$ cat src/pkg/eepw_pkg.sv
// constants and types for the page-write eeprom host controller
// What this block does
// RULE1 - device drives data only on read strobes
// RULE2 - device latches address late, data early
// RULE3 - busy device returns inverted bit seven
// RULE4 - true data read means next cycle allowed
// RULE5 - host may poll anytime during programming
// RULE6 - page holds one to sixty-four bytes
// RULE7 - each write restarts the byte-load window
// RULE8 - host writes next byte before window expires
// RULE9 - host steps address bits zero to five
// RULE10 - window expiry starts internal page programming
// RULE11 - programming time independent of byte count
// RULE12 - programming finishes within ten milliseconds
// RULE13 - protection off as delivered
// RULE14 - three code writes switch protection on
// RULE15 - protected writes need three-byte unlock prefix
// RULE16 - unlocked-less protected write starts timers only
// RULE17 - six-write sequence clears protection
// RULE18 - protection survives power cycling
// RULE19 - protection kept per 32-Kbyte block
// RULE20 - protection change applies at write end
// RULE21 - writes wait power-on delay after supply
// RULE22 - writes ignored below supply threshold
// RULE23 - control pins inhibit write start
// RULE24 - short strobe pulses are rejected
// RULE25 - upper address bits fixed within page
package eepw_pkg;
  localparam int ADDR_W = 15;
  localparam int DATA_W = 32;
  localparam int LANES = 4;
  localparam int PAGE_BYTES = 64;
  localparam int PAGE_LSB = 6;
  localparam int CLK_PS = 4000;

  // pin timing, nanoseconds; least times round up
  localparam int T_AS_NS = 30;
  localparam int T_WP_NS = 150;
  localparam int T_WPH_NS = 50;
  localparam int T_OE_NS = 100;
  localparam int T_DF_NS = 70;
  localparam int AS_CYC = (T_AS_NS * 1000 + CLK_PS - 1) / CLK_PS;
  localparam int WP_CYC = (T_WP_NS * 1000 + CLK_PS - 1) / CLK_PS;
  localparam int WPH_CYC = (T_WPH_NS * 1000 + CLK_PS - 1) / CLK_PS;
  localparam int OE_CYC = (T_OE_NS * 1000 + CLK_PS - 1) / CLK_PS;
  localparam int DF_CYC = (T_DF_NS * 1000 + CLK_PS - 1) / CLK_PS;
  localparam int SYNC_CYC = 2;

  // long times
  localparam int BYTE_LOAD_WINDOW_US = 150;
  localparam int T_WC_MS = 10;
  localparam int T_PWR_MS = 5;
  localparam int BLW_CYC = BYTE_LOAD_WINDOW_US * 1000000 / CLK_PS;
  localparam int WC_CYC = (T_WC_MS * 1000000 + CLK_PS / 1000 - 1)
                          / (CLK_PS / 1000);
  localparam int PWR_CYC = (T_PWR_MS * 1000000 + CLK_PS / 1000 - 1)
                           / (CLK_PS / 1000);
  localparam int LOAD_MARGIN_CYC = 128;
  localparam int CNT_W = 22;

  // command sequences
  localparam logic [ADDR_W-1:0] SEQ_ADDR_A = 15'h5555;
  localparam logic [ADDR_W-1:0] SEQ_ADDR_B = 15'h2aaa;
  localparam logic [7:0] CODE_AA = 8'haa;
  localparam logic [7:0] CODE_55 = 8'h55;
  localparam logic [7:0] CODE_80 = 8'h80;
  localparam logic [7:0] CODE_20 = 8'h20;
  localparam logic [7:0] CODE_PROT_DEF = 8'ha0;

  typedef enum logic [1:0] {
    MD_PLAIN,
    MD_PROTECT,
    MD_UNPROTECT
  } eepw_mode_t;
endpackage

$ cat src/pkg/eepw_cyc_if.sv
// one pin-level bus cycle request between sequencer and pin driver
`timescale 1ns/1ps
`default_nettype none
interface eepw_cyc_if;
  import eepw_pkg::*;
  logic req;
  logic wr;
  logic [ADDR_W-1:0] addr;
  logic [DATA_W-1:0] wdata;
  logic [DATA_W-1:0] rdata;
  logic ack;
  modport ctl (output req, output wr, output addr, output wdata,
               input rdata, input ack);
  modport cyc (input req, input wr, input addr, input wdata,
               output rdata, output ack);
endinterface
`default_nettype wire

$ cat src/eepw_host.sv
// page-write host: command prefixes, page loading, completion polling
`timescale 1ns/1ps
`default_nettype none
module eepw_host #(
  parameter int BLW_CYCLES = eepw_pkg::BLW_CYC,
  parameter int WC_CYCLES = eepw_pkg::WC_CYC,
  parameter int PWR_CYCLES = eepw_pkg::PWR_CYC,
  parameter logic [7:0] PROT_CODE = eepw_pkg::CODE_PROT_DEF
) (
  input wire logic ref_clk,
  input wire logic rst,
  input wire logic req_valid,
  output logic req_ready,
  input wire eepw_pkg::eepw_mode_t req_mode,
  input wire logic req_nodata,
  input wire logic req_last,
  input wire logic [eepw_pkg::ADDR_W-1:0] req_addr,
  input wire logic [eepw_pkg::DATA_W-1:0] req_data,
  output logic done,
  output logic err,
  output logic [eepw_pkg::ADDR_W-1:0] mem_addr,
  output logic [eepw_pkg::DATA_W-1:0] mem_dq_out,
  output logic mem_dq_oe_n,
  input wire logic [eepw_pkg::DATA_W-1:0] mem_dq_in,
  output logic mem_cs_n,
  output logic mem_we_n,
  output logic mem_oe_n
);
  import eepw_pkg::*;

  typedef enum logic [2:0] {
    M_BOOT, M_IDLE, M_SEQ, M_WRITE, M_LOAD, M_SETTLE, M_POLL
  } eepw_mst_t;

  typedef struct packed {
    eepw_mst_t st;
    logic [CNT_W-1:0] cnt;
    logic [CNT_W-1:0] wc;
    eepw_mode_t mode;
    logic [2:0] idx;
    logic nodata;
    logic last;
    logic [ADDR_W-PAGE_LSB-1:0] page;
    logic [6:0] nbytes;
    logic [ADDR_W-1:0] paddr;
    logic [DATA_W-1:0] pdata;
    logic [ADDR_W-1:0] laddr;
    logic [DATA_W-1:0] ldata;
    logic creq;
    logic cwr;
    logic [ADDR_W-1:0] caddr;
    logic [DATA_W-1:0] cdata;
    logic ready;
    logic done;
    logic err;
  } eepw_host_t;

  eepw_host_t s_q, s_d;
  eepw_cyc_if cif ();

  function automatic logic [2:0] seq_len(input eepw_mode_t m);
    unique case (m)
      MD_PROTECT: seq_len = 3'd3; // RULE14 RULE15
      MD_UNPROTECT: seq_len = 3'd6; // RULE17
      default: seq_len = 3'd0;
    endcase
  endfunction

  function automatic logic [ADDR_W-1:0] seq_addr(input logic [2:0] i);
    seq_addr = (i == 3'd1 || i == 3'd4) ? SEQ_ADDR_B : SEQ_ADDR_A;
  endfunction

  function automatic logic [7:0] seq_code(input eepw_mode_t m,
                                          input logic [2:0] i);
    unique case (i)
      3'd0, 3'd3: seq_code = CODE_AA;
      3'd1, 3'd4: seq_code = CODE_55;
      3'd2: seq_code = (m == MD_UNPROTECT) ? CODE_80 : PROT_CODE;
      default: seq_code = CODE_20;
    endcase
  endfunction

  always_comb begin
    s_d = s_q;
    s_d.done = 1'b0;
    s_d.cnt = s_q.cnt + 1'b1;
    unique case (s_q.st)
      M_BOOT: begin
        // let the device finish its own power-on write lockout
        if (s_q.cnt >= CNT_W'(PWR_CYCLES)) begin // RULE21
          s_d.st = M_IDLE;
          s_d.ready = 1'b1;
        end
      end
      M_IDLE: begin
        if (req_valid && s_q.ready) begin
          s_d.ready = 1'b0;
          s_d.err = 1'b0;
          s_d.mode = req_mode;
          s_d.nodata = req_nodata && (req_mode != MD_PLAIN);
          s_d.last = req_last;
          s_d.page = req_addr[ADDR_W-1:PAGE_LSB]; // RULE25
          s_d.paddr = req_addr;
          s_d.pdata = req_data;
          s_d.nbytes = '0;
          s_d.idx = '0;
          s_d.st = (req_mode == MD_PLAIN) ? M_WRITE : M_SEQ;
        end
      end
      M_SEQ: begin
        if (!s_q.creq && !cif.ack) begin
          // same code on every byte lane, one per chip
          s_d.creq = 1'b1;
          s_d.cwr = 1'b1;
          s_d.caddr = seq_addr(s_q.idx);
          s_d.cdata = {LANES{seq_code(s_q.mode, s_q.idx)}};
        end
        if (cif.ack) begin
          s_d.creq = 1'b0;
          s_d.laddr = s_q.caddr;
          s_d.ldata = s_q.cdata;
          s_d.idx = s_q.idx + 3'd1;
          s_d.cnt = '0;
          if (s_q.idx + 3'd1 == seq_len(s_q.mode)) begin
            // a bare sequence still waits out the window and programs
            s_d.st = s_q.nodata ? M_SETTLE : M_WRITE; // RULE20
          end
        end
      end
      M_WRITE: begin
        if (!s_q.creq && !cif.ack) begin
          s_d.creq = 1'b1;
          s_d.cwr = 1'b1;
          s_d.caddr = s_q.paddr;
          s_d.cdata = s_q.pdata;
        end
        if (cif.ack) begin
          s_d.creq = 1'b0;
          s_d.laddr = s_q.caddr;
          s_d.ldata = s_q.cdata;
          s_d.nbytes = s_q.nbytes + 7'd1;
          s_d.cnt = '0; // RULE7
          if (s_q.last || s_q.nbytes + 7'd1 == 7'(PAGE_BYTES)) begin // RULE6
            s_d.st = M_SETTLE;
          end else begin
            s_d.ready = 1'b1;
            s_d.st = M_LOAD;
          end
        end
      end
      M_LOAD: begin
        if (req_valid && s_q.ready) begin
          // only the low lines step; page bits stay locked
          s_d.paddr = {s_q.page, req_addr[PAGE_LSB-1:0]}; // RULE9 RULE25
          s_d.pdata = req_data;
          s_d.last = req_last;
          s_d.ready = 1'b0;
          s_d.st = M_WRITE;
        end else if (s_q.cnt >= CNT_W'(BLW_CYCLES - LOAD_MARGIN_CYC)) begin
          // close early: a byte started later might land past expiry
          s_d.ready = 1'b0; // RULE8
          s_d.st = M_SETTLE;
        end
      end
      M_SETTLE: begin
        // window must expire before the device starts programming
        if (s_q.cnt >= CNT_W'(BLW_CYCLES)) begin // RULE10
          s_d.wc = '0;
          s_d.st = M_POLL;
        end
      end
      M_POLL: begin
        // poll timeout is the same for one byte or a full page
        s_d.wc = s_q.wc + 1'b1; // RULE11
        if (!s_q.creq && !cif.ack) begin
          s_d.creq = 1'b1; // RULE5
          s_d.cwr = 1'b0;
          s_d.caddr = s_q.laddr;
        end
        if (cif.ack) begin
          s_d.creq = 1'b0;
          // whole word must match; a busy chip inverts its bit seven.
          // a bare command stores nothing: wait out the longest program
          if (!s_q.nodata && cif.rdata == s_q.ldata) begin // RULE3 RULE4
            s_d.done = 1'b1;
            s_d.ready = 1'b1;
            s_d.st = M_IDLE;
          end else if (s_q.wc >= CNT_W'(WC_CYCLES)) begin // RULE12
            s_d.err = !s_q.nodata;
            s_d.done = 1'b1;
            s_d.ready = 1'b1;
            s_d.st = M_IDLE;
          end
        end
      end
    endcase
  end

  always_ff @(posedge ref_clk) begin
    if (rst) begin
      s_q <= '0;
      s_q.st <= M_BOOT;
      s_q.mode <= MD_PLAIN;
    end else begin
      s_q <= s_d;
    end
  end

  assign cif.req = s_q.creq;
  assign cif.wr = s_q.cwr;
  assign cif.addr = s_q.caddr;
  assign cif.wdata = s_q.cdata;
  assign req_ready = s_q.ready;
  assign done = s_q.done;
  assign err = s_q.err;

  eepw_pin_cycle u_pins (
    .ref_clk(ref_clk),
    .rst(rst),
    .cif(cif.cyc),
    .mem_addr(mem_addr),
    .mem_dq_out(mem_dq_out),
    .mem_dq_oe_n(mem_dq_oe_n),
    .mem_dq_in(mem_dq_in),
    .mem_cs_n(mem_cs_n),
    .mem_we_n(mem_we_n),
    .mem_oe_n(mem_oe_n)
  );
endmodule // eepw_host
`default_nettype wire

$ cat src/eepw_pin_cycle.sv
// pin driver: one timed write or read cycle on the eeprom pins
`timescale 1ns/1ps
`default_nettype none
module eepw_pin_cycle (
  input wire logic ref_clk,
  input wire logic rst,
  eepw_cyc_if.cyc cif,
  output logic [eepw_pkg::ADDR_W-1:0] mem_addr,
  output logic [eepw_pkg::DATA_W-1:0] mem_dq_out,
  output logic mem_dq_oe_n,
  input wire logic [eepw_pkg::DATA_W-1:0] mem_dq_in,
  output logic mem_cs_n,
  output logic mem_we_n,
  output logic mem_oe_n
);
  import eepw_pkg::*;

  typedef enum logic [2:0] {
    C_IDLE, C_SETUP, C_STROBE, C_RD, C_HOLD, C_GAP
  } eepw_cst_t;

  typedef struct packed {
    eepw_cst_t st;
    logic [7:0] cnt;
    logic wr;
    logic [ADDR_W-1:0] addr;
    logic [DATA_W-1:0] dout;
    logic dq_oe_n;
    logic cs_n;
    logic we_n;
    logic oe_n;
    logic [DATA_W-1:0] sync1;
    logic [DATA_W-1:0] sync2;
    logic [DATA_W-1:0] rdata;
    logic ack;
  } eepw_cyc_t;

  eepw_cyc_t s_q, s_d;

  always_comb begin
    s_d = s_q;
    s_d.ack = 1'b0;
    s_d.sync1 = mem_dq_in;
    s_d.sync2 = s_q.sync1;
    s_d.cnt = s_q.cnt + 8'h01;
    unique case (s_q.st)
      C_IDLE: begin
        s_d.cnt = '0;
        if (cif.req) begin
          s_d.wr = cif.wr;
          s_d.addr = cif.addr;
          s_d.dout = cif.wdata;
          if (cif.wr) begin
            // oe held high before strobes; a low oe inhibits the write
            s_d.oe_n = 1'b1; // RULE23
            s_d.dq_oe_n = 1'b0;
            s_d.st = C_SETUP;
          end else begin
            s_d.dq_oe_n = 1'b1; // RULE1
            s_d.cs_n = 1'b0;
            s_d.oe_n = 1'b0;
            s_d.st = C_RD;
          end
        end
      end
      C_SETUP: begin
        if (s_q.cnt == 8'(AS_CYC - 1)) begin
          // both strobes fall together so the address latch point is clean
          s_d.cs_n = 1'b0; // RULE2
          s_d.we_n = 1'b0;
          s_d.cnt = '0;
          s_d.st = C_STROBE;
        end
      end
      C_STROBE: begin
        // full-width pulse, far above the noise filter threshold
        if (s_q.cnt == 8'(WP_CYC - 1)) begin // RULE24
          s_d.cs_n = 1'b1;
          s_d.we_n = 1'b1;
          s_d.cnt = '0;
          s_d.st = C_HOLD;
        end
      end
      C_RD: begin
        // wait output-valid time plus the synchroniser depth
        if (s_q.cnt == 8'(OE_CYC + SYNC_CYC)) begin
          s_d.rdata = s_q.sync2;
          s_d.cs_n = 1'b1;
          s_d.oe_n = 1'b1;
          s_d.cnt = '0;
          s_d.st = C_HOLD;
        end
      end
      C_HOLD: begin
        // write: high-pulse width; read: let the device float its outputs
        if (s_q.cnt == 8'(s_q.wr ? WPH_CYC - 1 : DF_CYC - 1)) begin
          s_d.dq_oe_n = 1'b1;
          s_d.ack = 1'b1;
          s_d.st = C_GAP;
        end
      end
      C_GAP: s_d.st = C_IDLE;
    endcase
  end

  always_ff @(posedge ref_clk) begin
    if (rst) begin
      s_q <= '0;
      s_q.st <= C_IDLE;
      s_q.dq_oe_n <= 1'b1;
      s_q.cs_n <= 1'b1;
      s_q.we_n <= 1'b1;
      s_q.oe_n <= 1'b1;
    end else begin
      s_q <= s_d;
    end
  end

  assign cif.ack = s_q.ack;
  assign cif.rdata = s_q.rdata;
  assign mem_addr = s_q.addr;
  assign mem_dq_out = s_q.dout;
  assign mem_dq_oe_n = s_q.dq_oe_n;
  assign mem_cs_n = s_q.cs_n;
  assign mem_we_n = s_q.we_n;
  assign mem_oe_n = s_q.oe_n;
endmodule // eepw_pin_cycle
`default_nettype wire
$ cat config.mk
export PLATFORM = sky130hd
export DESIGN_NAME = eepw_host
export DESIGN_NICKNAME = d
export VERILOG_FILES = /design/src/pkg/eepw_pkg.sv /design/src/pkg/eepw_cyc_if.sv /design/src/eepw_host.sv /design/src/eepw_pin_cycle.sv
export SDC_FILE = /design/constraint.sdc
export NUM_CORES = 1
export LEC_CHECK = 0
export BUFFER_PORTS_ARGS = -buffer_cell sky130_fd_sc_hd__buf_2
export CELL_PAD_IN_SITES_DETAIL_PLACEMENT = 1
export CELL_PAD_IN_SITES_GLOBAL_PLACEMENT = 2
export CORE_MARGIN = 5
export CORE_UTILIZATION = 38
export CTS_CLUSTER_DIAMETER = 40
export DETAILED_ROUTE_END_ITERATION = 16
export GPL_TIMING_DRIVEN = 0
export PLACE_DENSITY_LB_ADDON = 0.15
export SETUP_SLACK_MARGIN = 0.05
export SLEW_MARGIN = 20
export SYNTH_ARGS = -nofsm -noshare
export SYNTH_HDL_FRONTEND = slang
export SYNTH_SLANG_ARGS = --single-unit
export TNS_END_PERCENT = 100
$ cat constraint.sdc
create_clock -name ref_clk -period 3.4 [get_ports ref_clk]
set_input_delay 0.17 -clock ref_clk [delete_from_list [all_inputs] [get_ports ref_clk]]
set_output_delay 0.17 -clock ref_clk [all_outputs]
set_load 0.01 [all_outputs]
Word-level counts from Yosys, hierarchy flattened
Index checks and enable logic that the tools add are counted.
- output and inout bits: 54
- input bits: 86
- flip-flop bits (word level): 376
- word-level logic and storage cells: 220
- $lt $le $gt $ge: 4
- reductions and logical operators: 49
- bitwise logic cells: 3
- multiplexer cells: 77
- $add $sub $neg: 5
- equality and inequality tests: 49
- operator list (operator ; number):
    case mux 47 bit (2 select lines) ; 2
    2-to-1 mux 49 bit ; 2
    2-to-1 mux 48 bit ; 2
    case mux 22 bit (2 select lines) ; 2
    2-to-1 mux 68 bit ; 1
    case mux 32 bit (2 select lines) ; 1
    2-to-1 mux 3 bit ; 17
    case mux 17 bit (3 select lines) ; 1
    2-to-1 mux 25 bit ; 2
    2-to-1 mux 47 bit ; 1
    adder 22 x 1 -> 22 bit (second input constant) ; 2
    greater-or-equal comparator 22 x 16 -> 1 bit (second input constant) ; 2
    2-to-1 mux 11 bit ; 3
    equality test 32 bit ; 1
    case mux 8 bit (4 select lines) ; 1
    inequality test 2 bit (second input constant) ; 13
    case mux 8 bit (3 select lines) ; 1
    AND reduction 3 bit ; 8
    greater-or-equal comparator 22 x 21 -> 1 bit (second input constant) ; 1
    greater-or-equal comparator 22 bit (second input constant) ; 1
    2-to-1 mux 22 bit ; 1
    case mux 3 bit (7 select lines) ; 1
    nonzero test 2 bit ; 10
    equality test 3 x 2 -> 1 bit (second input constant) ; 6
    other kinds (46) ; 105

Logic depth before layout (Yosys ltp)
- word-level depth: 8
- mapped depth: 10
- gate-level depth less buffers: 9

Hierarchy
A second synthesis with hierarchy kept.
- cell total of the unflattened synthesis: 1832
- area total of the unflattened synthesis: 15553.7 µm²
- by module, submodules not included (module ; instances ; sequential area each (µm²) ; area each (µm²) ; cells an instance):
    eepw_host ; 1 ; 4324.1 ; 9598.0 ; 1203
    eepw_pin_cycle ; 1 ; 3203.1 ; 5955.7 ; 629

Least setup slack after synthesis
Ideal clock, no wire load.
- path type: register to register
- start point: register s_q[164] (netlist bit)
- end point: register s_q[213] (netlist bit)
- setup time: 86 ps
- buffers on the path: 0
- stages on the path, launching flop included: 10
- data arrival time: 1982 ps
- required time: 3314 ps
- path slack: 1333 ps
- period minus slack after synthesis: 2067 ps
- cells stage by stage: dfxtp_1 > inv_1 > ha_1 > xnor2_1 > nor3_1 > o21ai_0 > a22oi_1 > nand2_1 > or3_1 > a211oi_1
- word-level cells in the longest chain between the ends: 4
- ends and longest elaborated chain (item ; RTL line ; text):
    start: declaration ; eepw_host.sv:58 ; eepw_host_t s_q, s_d;
    adder 3 x 1 -> 3 bit ; eepw_host.sv:124 ; if (s_q.idx + 3'd1 == seq_len(s_q.mode)) begin
    equality test 3 bit ; eepw_host.sv:124 ;
    inequality test 2 bit (no line) ; -- ;
    AND reduction 9 bit (no line) ; -- ;
No other way between the ends.
A chain may end at the register's enable or synchronous reset.

Worst setup path in the final report
- start point: register s_q[214] (netlist bit)
- end point: register s_q, in the netlist cif.wdata[13]
- word-level cells in the longest chain between the ends: 3
- elaborated cells between the ends (all ways): 7
- those cells by class: eq/ne (4); mux (1); reduce/logical (2)
- ends and longest elaborated chain (item ; RTL line ; text):
    equality test 3 x 2 -> 1 bit ; eepw_host.sv:87 ; unique case (s_q.st)
    inequality test 2 bit (no line) / nonzero test 2 bit (equally long branches) ; -- ;
    AND reduction 3 bit (no line) ; -- ;
Parallel ways exist; a longest one is shown, timed or not.

==> key figures <==
Clocking
  – Num CTS Buffers: 58
  – Worst-path clk slew: 0.06 ns
  – Post-CTS setup buffers: 0
  – H-tree Lvls: 2
  – CTS root buf: clkbuf_16
  – CTS tree: yes
  – Clock Path Buffers: 3
  – Clk sinks: 376
  – Skew-Pair Late Insertion Delay: 0.61 ns

Critical path
  – CP startpoint kind: register
  – Worst EP arrival: 3.42 ns
  – R2R setup slack: 0.48 ns
  – Crit end category: register
  – Critical R2R Launch: s_q[214]
  – CP max FO: 10
  – Crit path kind: register to register
  – Required time worst endpoint: 3.90 ns
  – CP startpoint: s_q[214]

Global routing
  – Global-route wire length before repair: 79200 microns
  – Gr ovfl total: 0
  – Initial antenna violation count: 0
  – Largest net degree at the start of global routing: 16
  – Vias in the first global route: 14200
  – Total track usage: 0.225

Cells and area
  – Core Util, Final: 0.497
  – Fillers: 4607
  – Final #Nets: 2210
  – Fraction of layout cells with a size suffix above 1: 0.145
  – Area Growth Syn to Fin: 28.4%
  – Design Area, Final: 19300 sq um

Logic synthesis
  – Synth Instances: 1828
  – Yosys cell types: 67
  – Asr flop ratio synth: 0
  – Yosys reg bits: 376
  – Compound-Gate Fraction of Synth Area: 0.146
  – Mapped Nets: 1929
  – Simple-Gate Fraction of Synth Area: 0.241
  – Commonest cells in the netlist: 443 x nand2_1, 376 x dfxtp_1, 241 x a21oi_1
  – Post-synthesis adder-cell area fraction: 0.0125
  – Yosys top cell area share: 0.501
  – Synth warn: 0
  – Xor/xnor share of the synthesized area: 0.0368
  – Sequential area share after synthesis: 0.501
  – Post-synth EDFFs: 0
  – Post-Syn Area: 15000 sq um
  – Largest area contributor in the netlist: dfxtp_1
  – Most common flop cell mapped by yosys: dfxtp_1
  – Synth area leaders: dfxtp_1 50%, nand2_1 11%, a21oi_1 8.0%
  – Syn_area_per_cell: 8.21 sq um
  – Multiplexer share of the synthesized area: 0.00367
  – Most common cell in the synthesized netlist: nand2_1
  – Largest family of logic cells by synthesized area: simple AND/OR/NAND/NOR gates

Route
  – Drt via density: 5.08
  – DRC Markers: 0
  – Vias: 13600
  – Initial DRC count: 623
  – Post-route ant nets: 0
  – Post-Route WL: 50300 microns
  – Wirelength per Cell: 18.8 microns
  – DRT Pass-1 Iters: 5

Placement
  – Routability cong.: 0.852
  – Placed cell area: 16400 sq um
  – Detailed placement HPWL: 36500 microns
  – Pre-CTS setup slack: 0.240 ns
  – PortBufs: 138

Die
  – Initial cell density of the core: 0.387
  – Chip Height: 209 microns
  – Core box area: 38800 sq um
  – Number of core rows: 72
  – Die W: 209 microns
  – DIE AREA: 43600 sq um
  – Num ports: 140

STA
  – Final setup vio count: 0
  – Final min period: 2.92 ns
  – Setup slack after layout: 0.480 ns
  – Fmax: 0.342 GHz
  – Slew Limit Headroom: 0.276
  – RSZ-0062 raised after global routing: false
  – Slew at the pin closest to its max-slew limit: 1.08 ns
  – Final period utilization: 0.859
  – Fin Setup TNS: 0 ns
  – Max-slew violations: 0
  – Hold Fails Final Rpt: 0
  – Clock Skews: 0.0180 ns

Power
  – Pwr/cell area: 577 nW/um^2
  – Peak VDD IR: 0.460 mV
  – P_leak: 0.00708 uW

Worst hold path
  – Hold_sp: req_valid
  – Min-delay worst type: primary input to register

Flow run
  – Max cap viols: 0

Run status
  – Status: completed
final timing paths:
path                          to  cells past startpoint
hold / removal          s_q[215]                      4
setup / recovery   cif.wdata[13]                      8
setup reg to reg   cif.wdata[13]                      8
hold reg to reg   u_pins.s_q[51]                      1
critical path: stages (launching register included):
cell      delay [ns]
dfxtp_1         0.29
buf_2           0.18
nor2b_1         0.14
clkbuf_1        0.20
and2_1          0.23
buf_2           0.22
o21ai_1         0.87
a21oi_1         0.35
a211oi_1        0.32
stage by stage:
step,hold WS (ns),std cells,power [uW]
2_1_floorplan,0.298,1828,4740
3_3_place_gp,0.383,2484,4880
3_5_place_dp,0.386,2484,4890
4_1_cts,0.117,2676,11200
5_1_grt,0.174,2676,11500
6_report,0.160,2677,11100
report_power, final:
| group | switching (uW) | total [uW] | leakage [uW] | internal (uW) |
|---|---|---|---|---|
| sequential | 33.0 | 4490 | 0.00304 | 4460 |
| clock | 2320 | 6270 | 0.00102 | 3950 |
| combinational | 203 | 371 | 0.00302 | 168 |
layout make-up:
type / count / area, sq um / area share
repair buffers: 221 / 1520 / 0.0789
multi-input cells: 1268 / 6610 / 0.343
clock inverters: 37 / 483 / 0.0250
clock buffers: 72 / 1610 / 0.0832
flip-flops and latches: 376 / 7530 / 0.390
well taps: 518 / 648 / 0.0336
plain buffers: 163 / 806 / 0.0418
inverters: 21 / 78.8 / 0.00409
diodes: 1 / 2.50 / 0.000130
flip-flops by register name, summed over array words and instances (netlist names):
register and cells:
u_pins.mem_dq_out 32, cif.wr 1, req_ready 1, u_pins.mem_oe_n 1, u_pins.cif.ack 1, done 1
cif.wdata 32, u_pins.s_q 44, s_q 164, u_pins.mem_dq_oe_n 1, u_pins.s_d 32, cif.req 1
cif.addr 15, u_pins.cif.rdata 32, u_pins.mem_we_n 1, err 1, u_pins.mem_cs_n 1, u_pins.mem_addr 15
cell usage in the layout (no fill, tap or decap), drive strengths merged, types with 5 or more instances in the layout:
cell type and n:
a211oi 19, a21oi 242, a221oi 9, a22oi 8
a311oi 15, and2 10, and3 11, buf 202
bufinv 7, clkbuf 171, clkinv 11, dfxtp 376
dlygate4sd3 83, ha 15, inv 36, nand2 443
nand3 43, nand3b 5, nand4 23, nor2 127
nor2b 73, nor3 34, nor3b 5, nor4 6
o211ai 21, o21ai 24, or2 6, or3 10
xnor2 45, xor2 18
timing repair:
item                                    CTS  global route
hold buffers                             83             0
endpoints found under the setup margin    0             4
hold endpoints to repair                 92             0
gates resized for setup                   0             1
cell families after synthesis:
group	Yosys count
buf+inv	184
simple gates	812
compound gates	373
fa+ha+maj	15
flops	376
xor+xnor	63
mux	5
layer usage:
layer	routed length, microns	GRT usage	vias up
met5	0	0	-
met4	1100	0.0558	0
met3	2060	0.0376	81
met2	24100	0.387	244
met1	23100	0.297	6590
li1	-	-	6675
(Power assumes the default switching activity.)
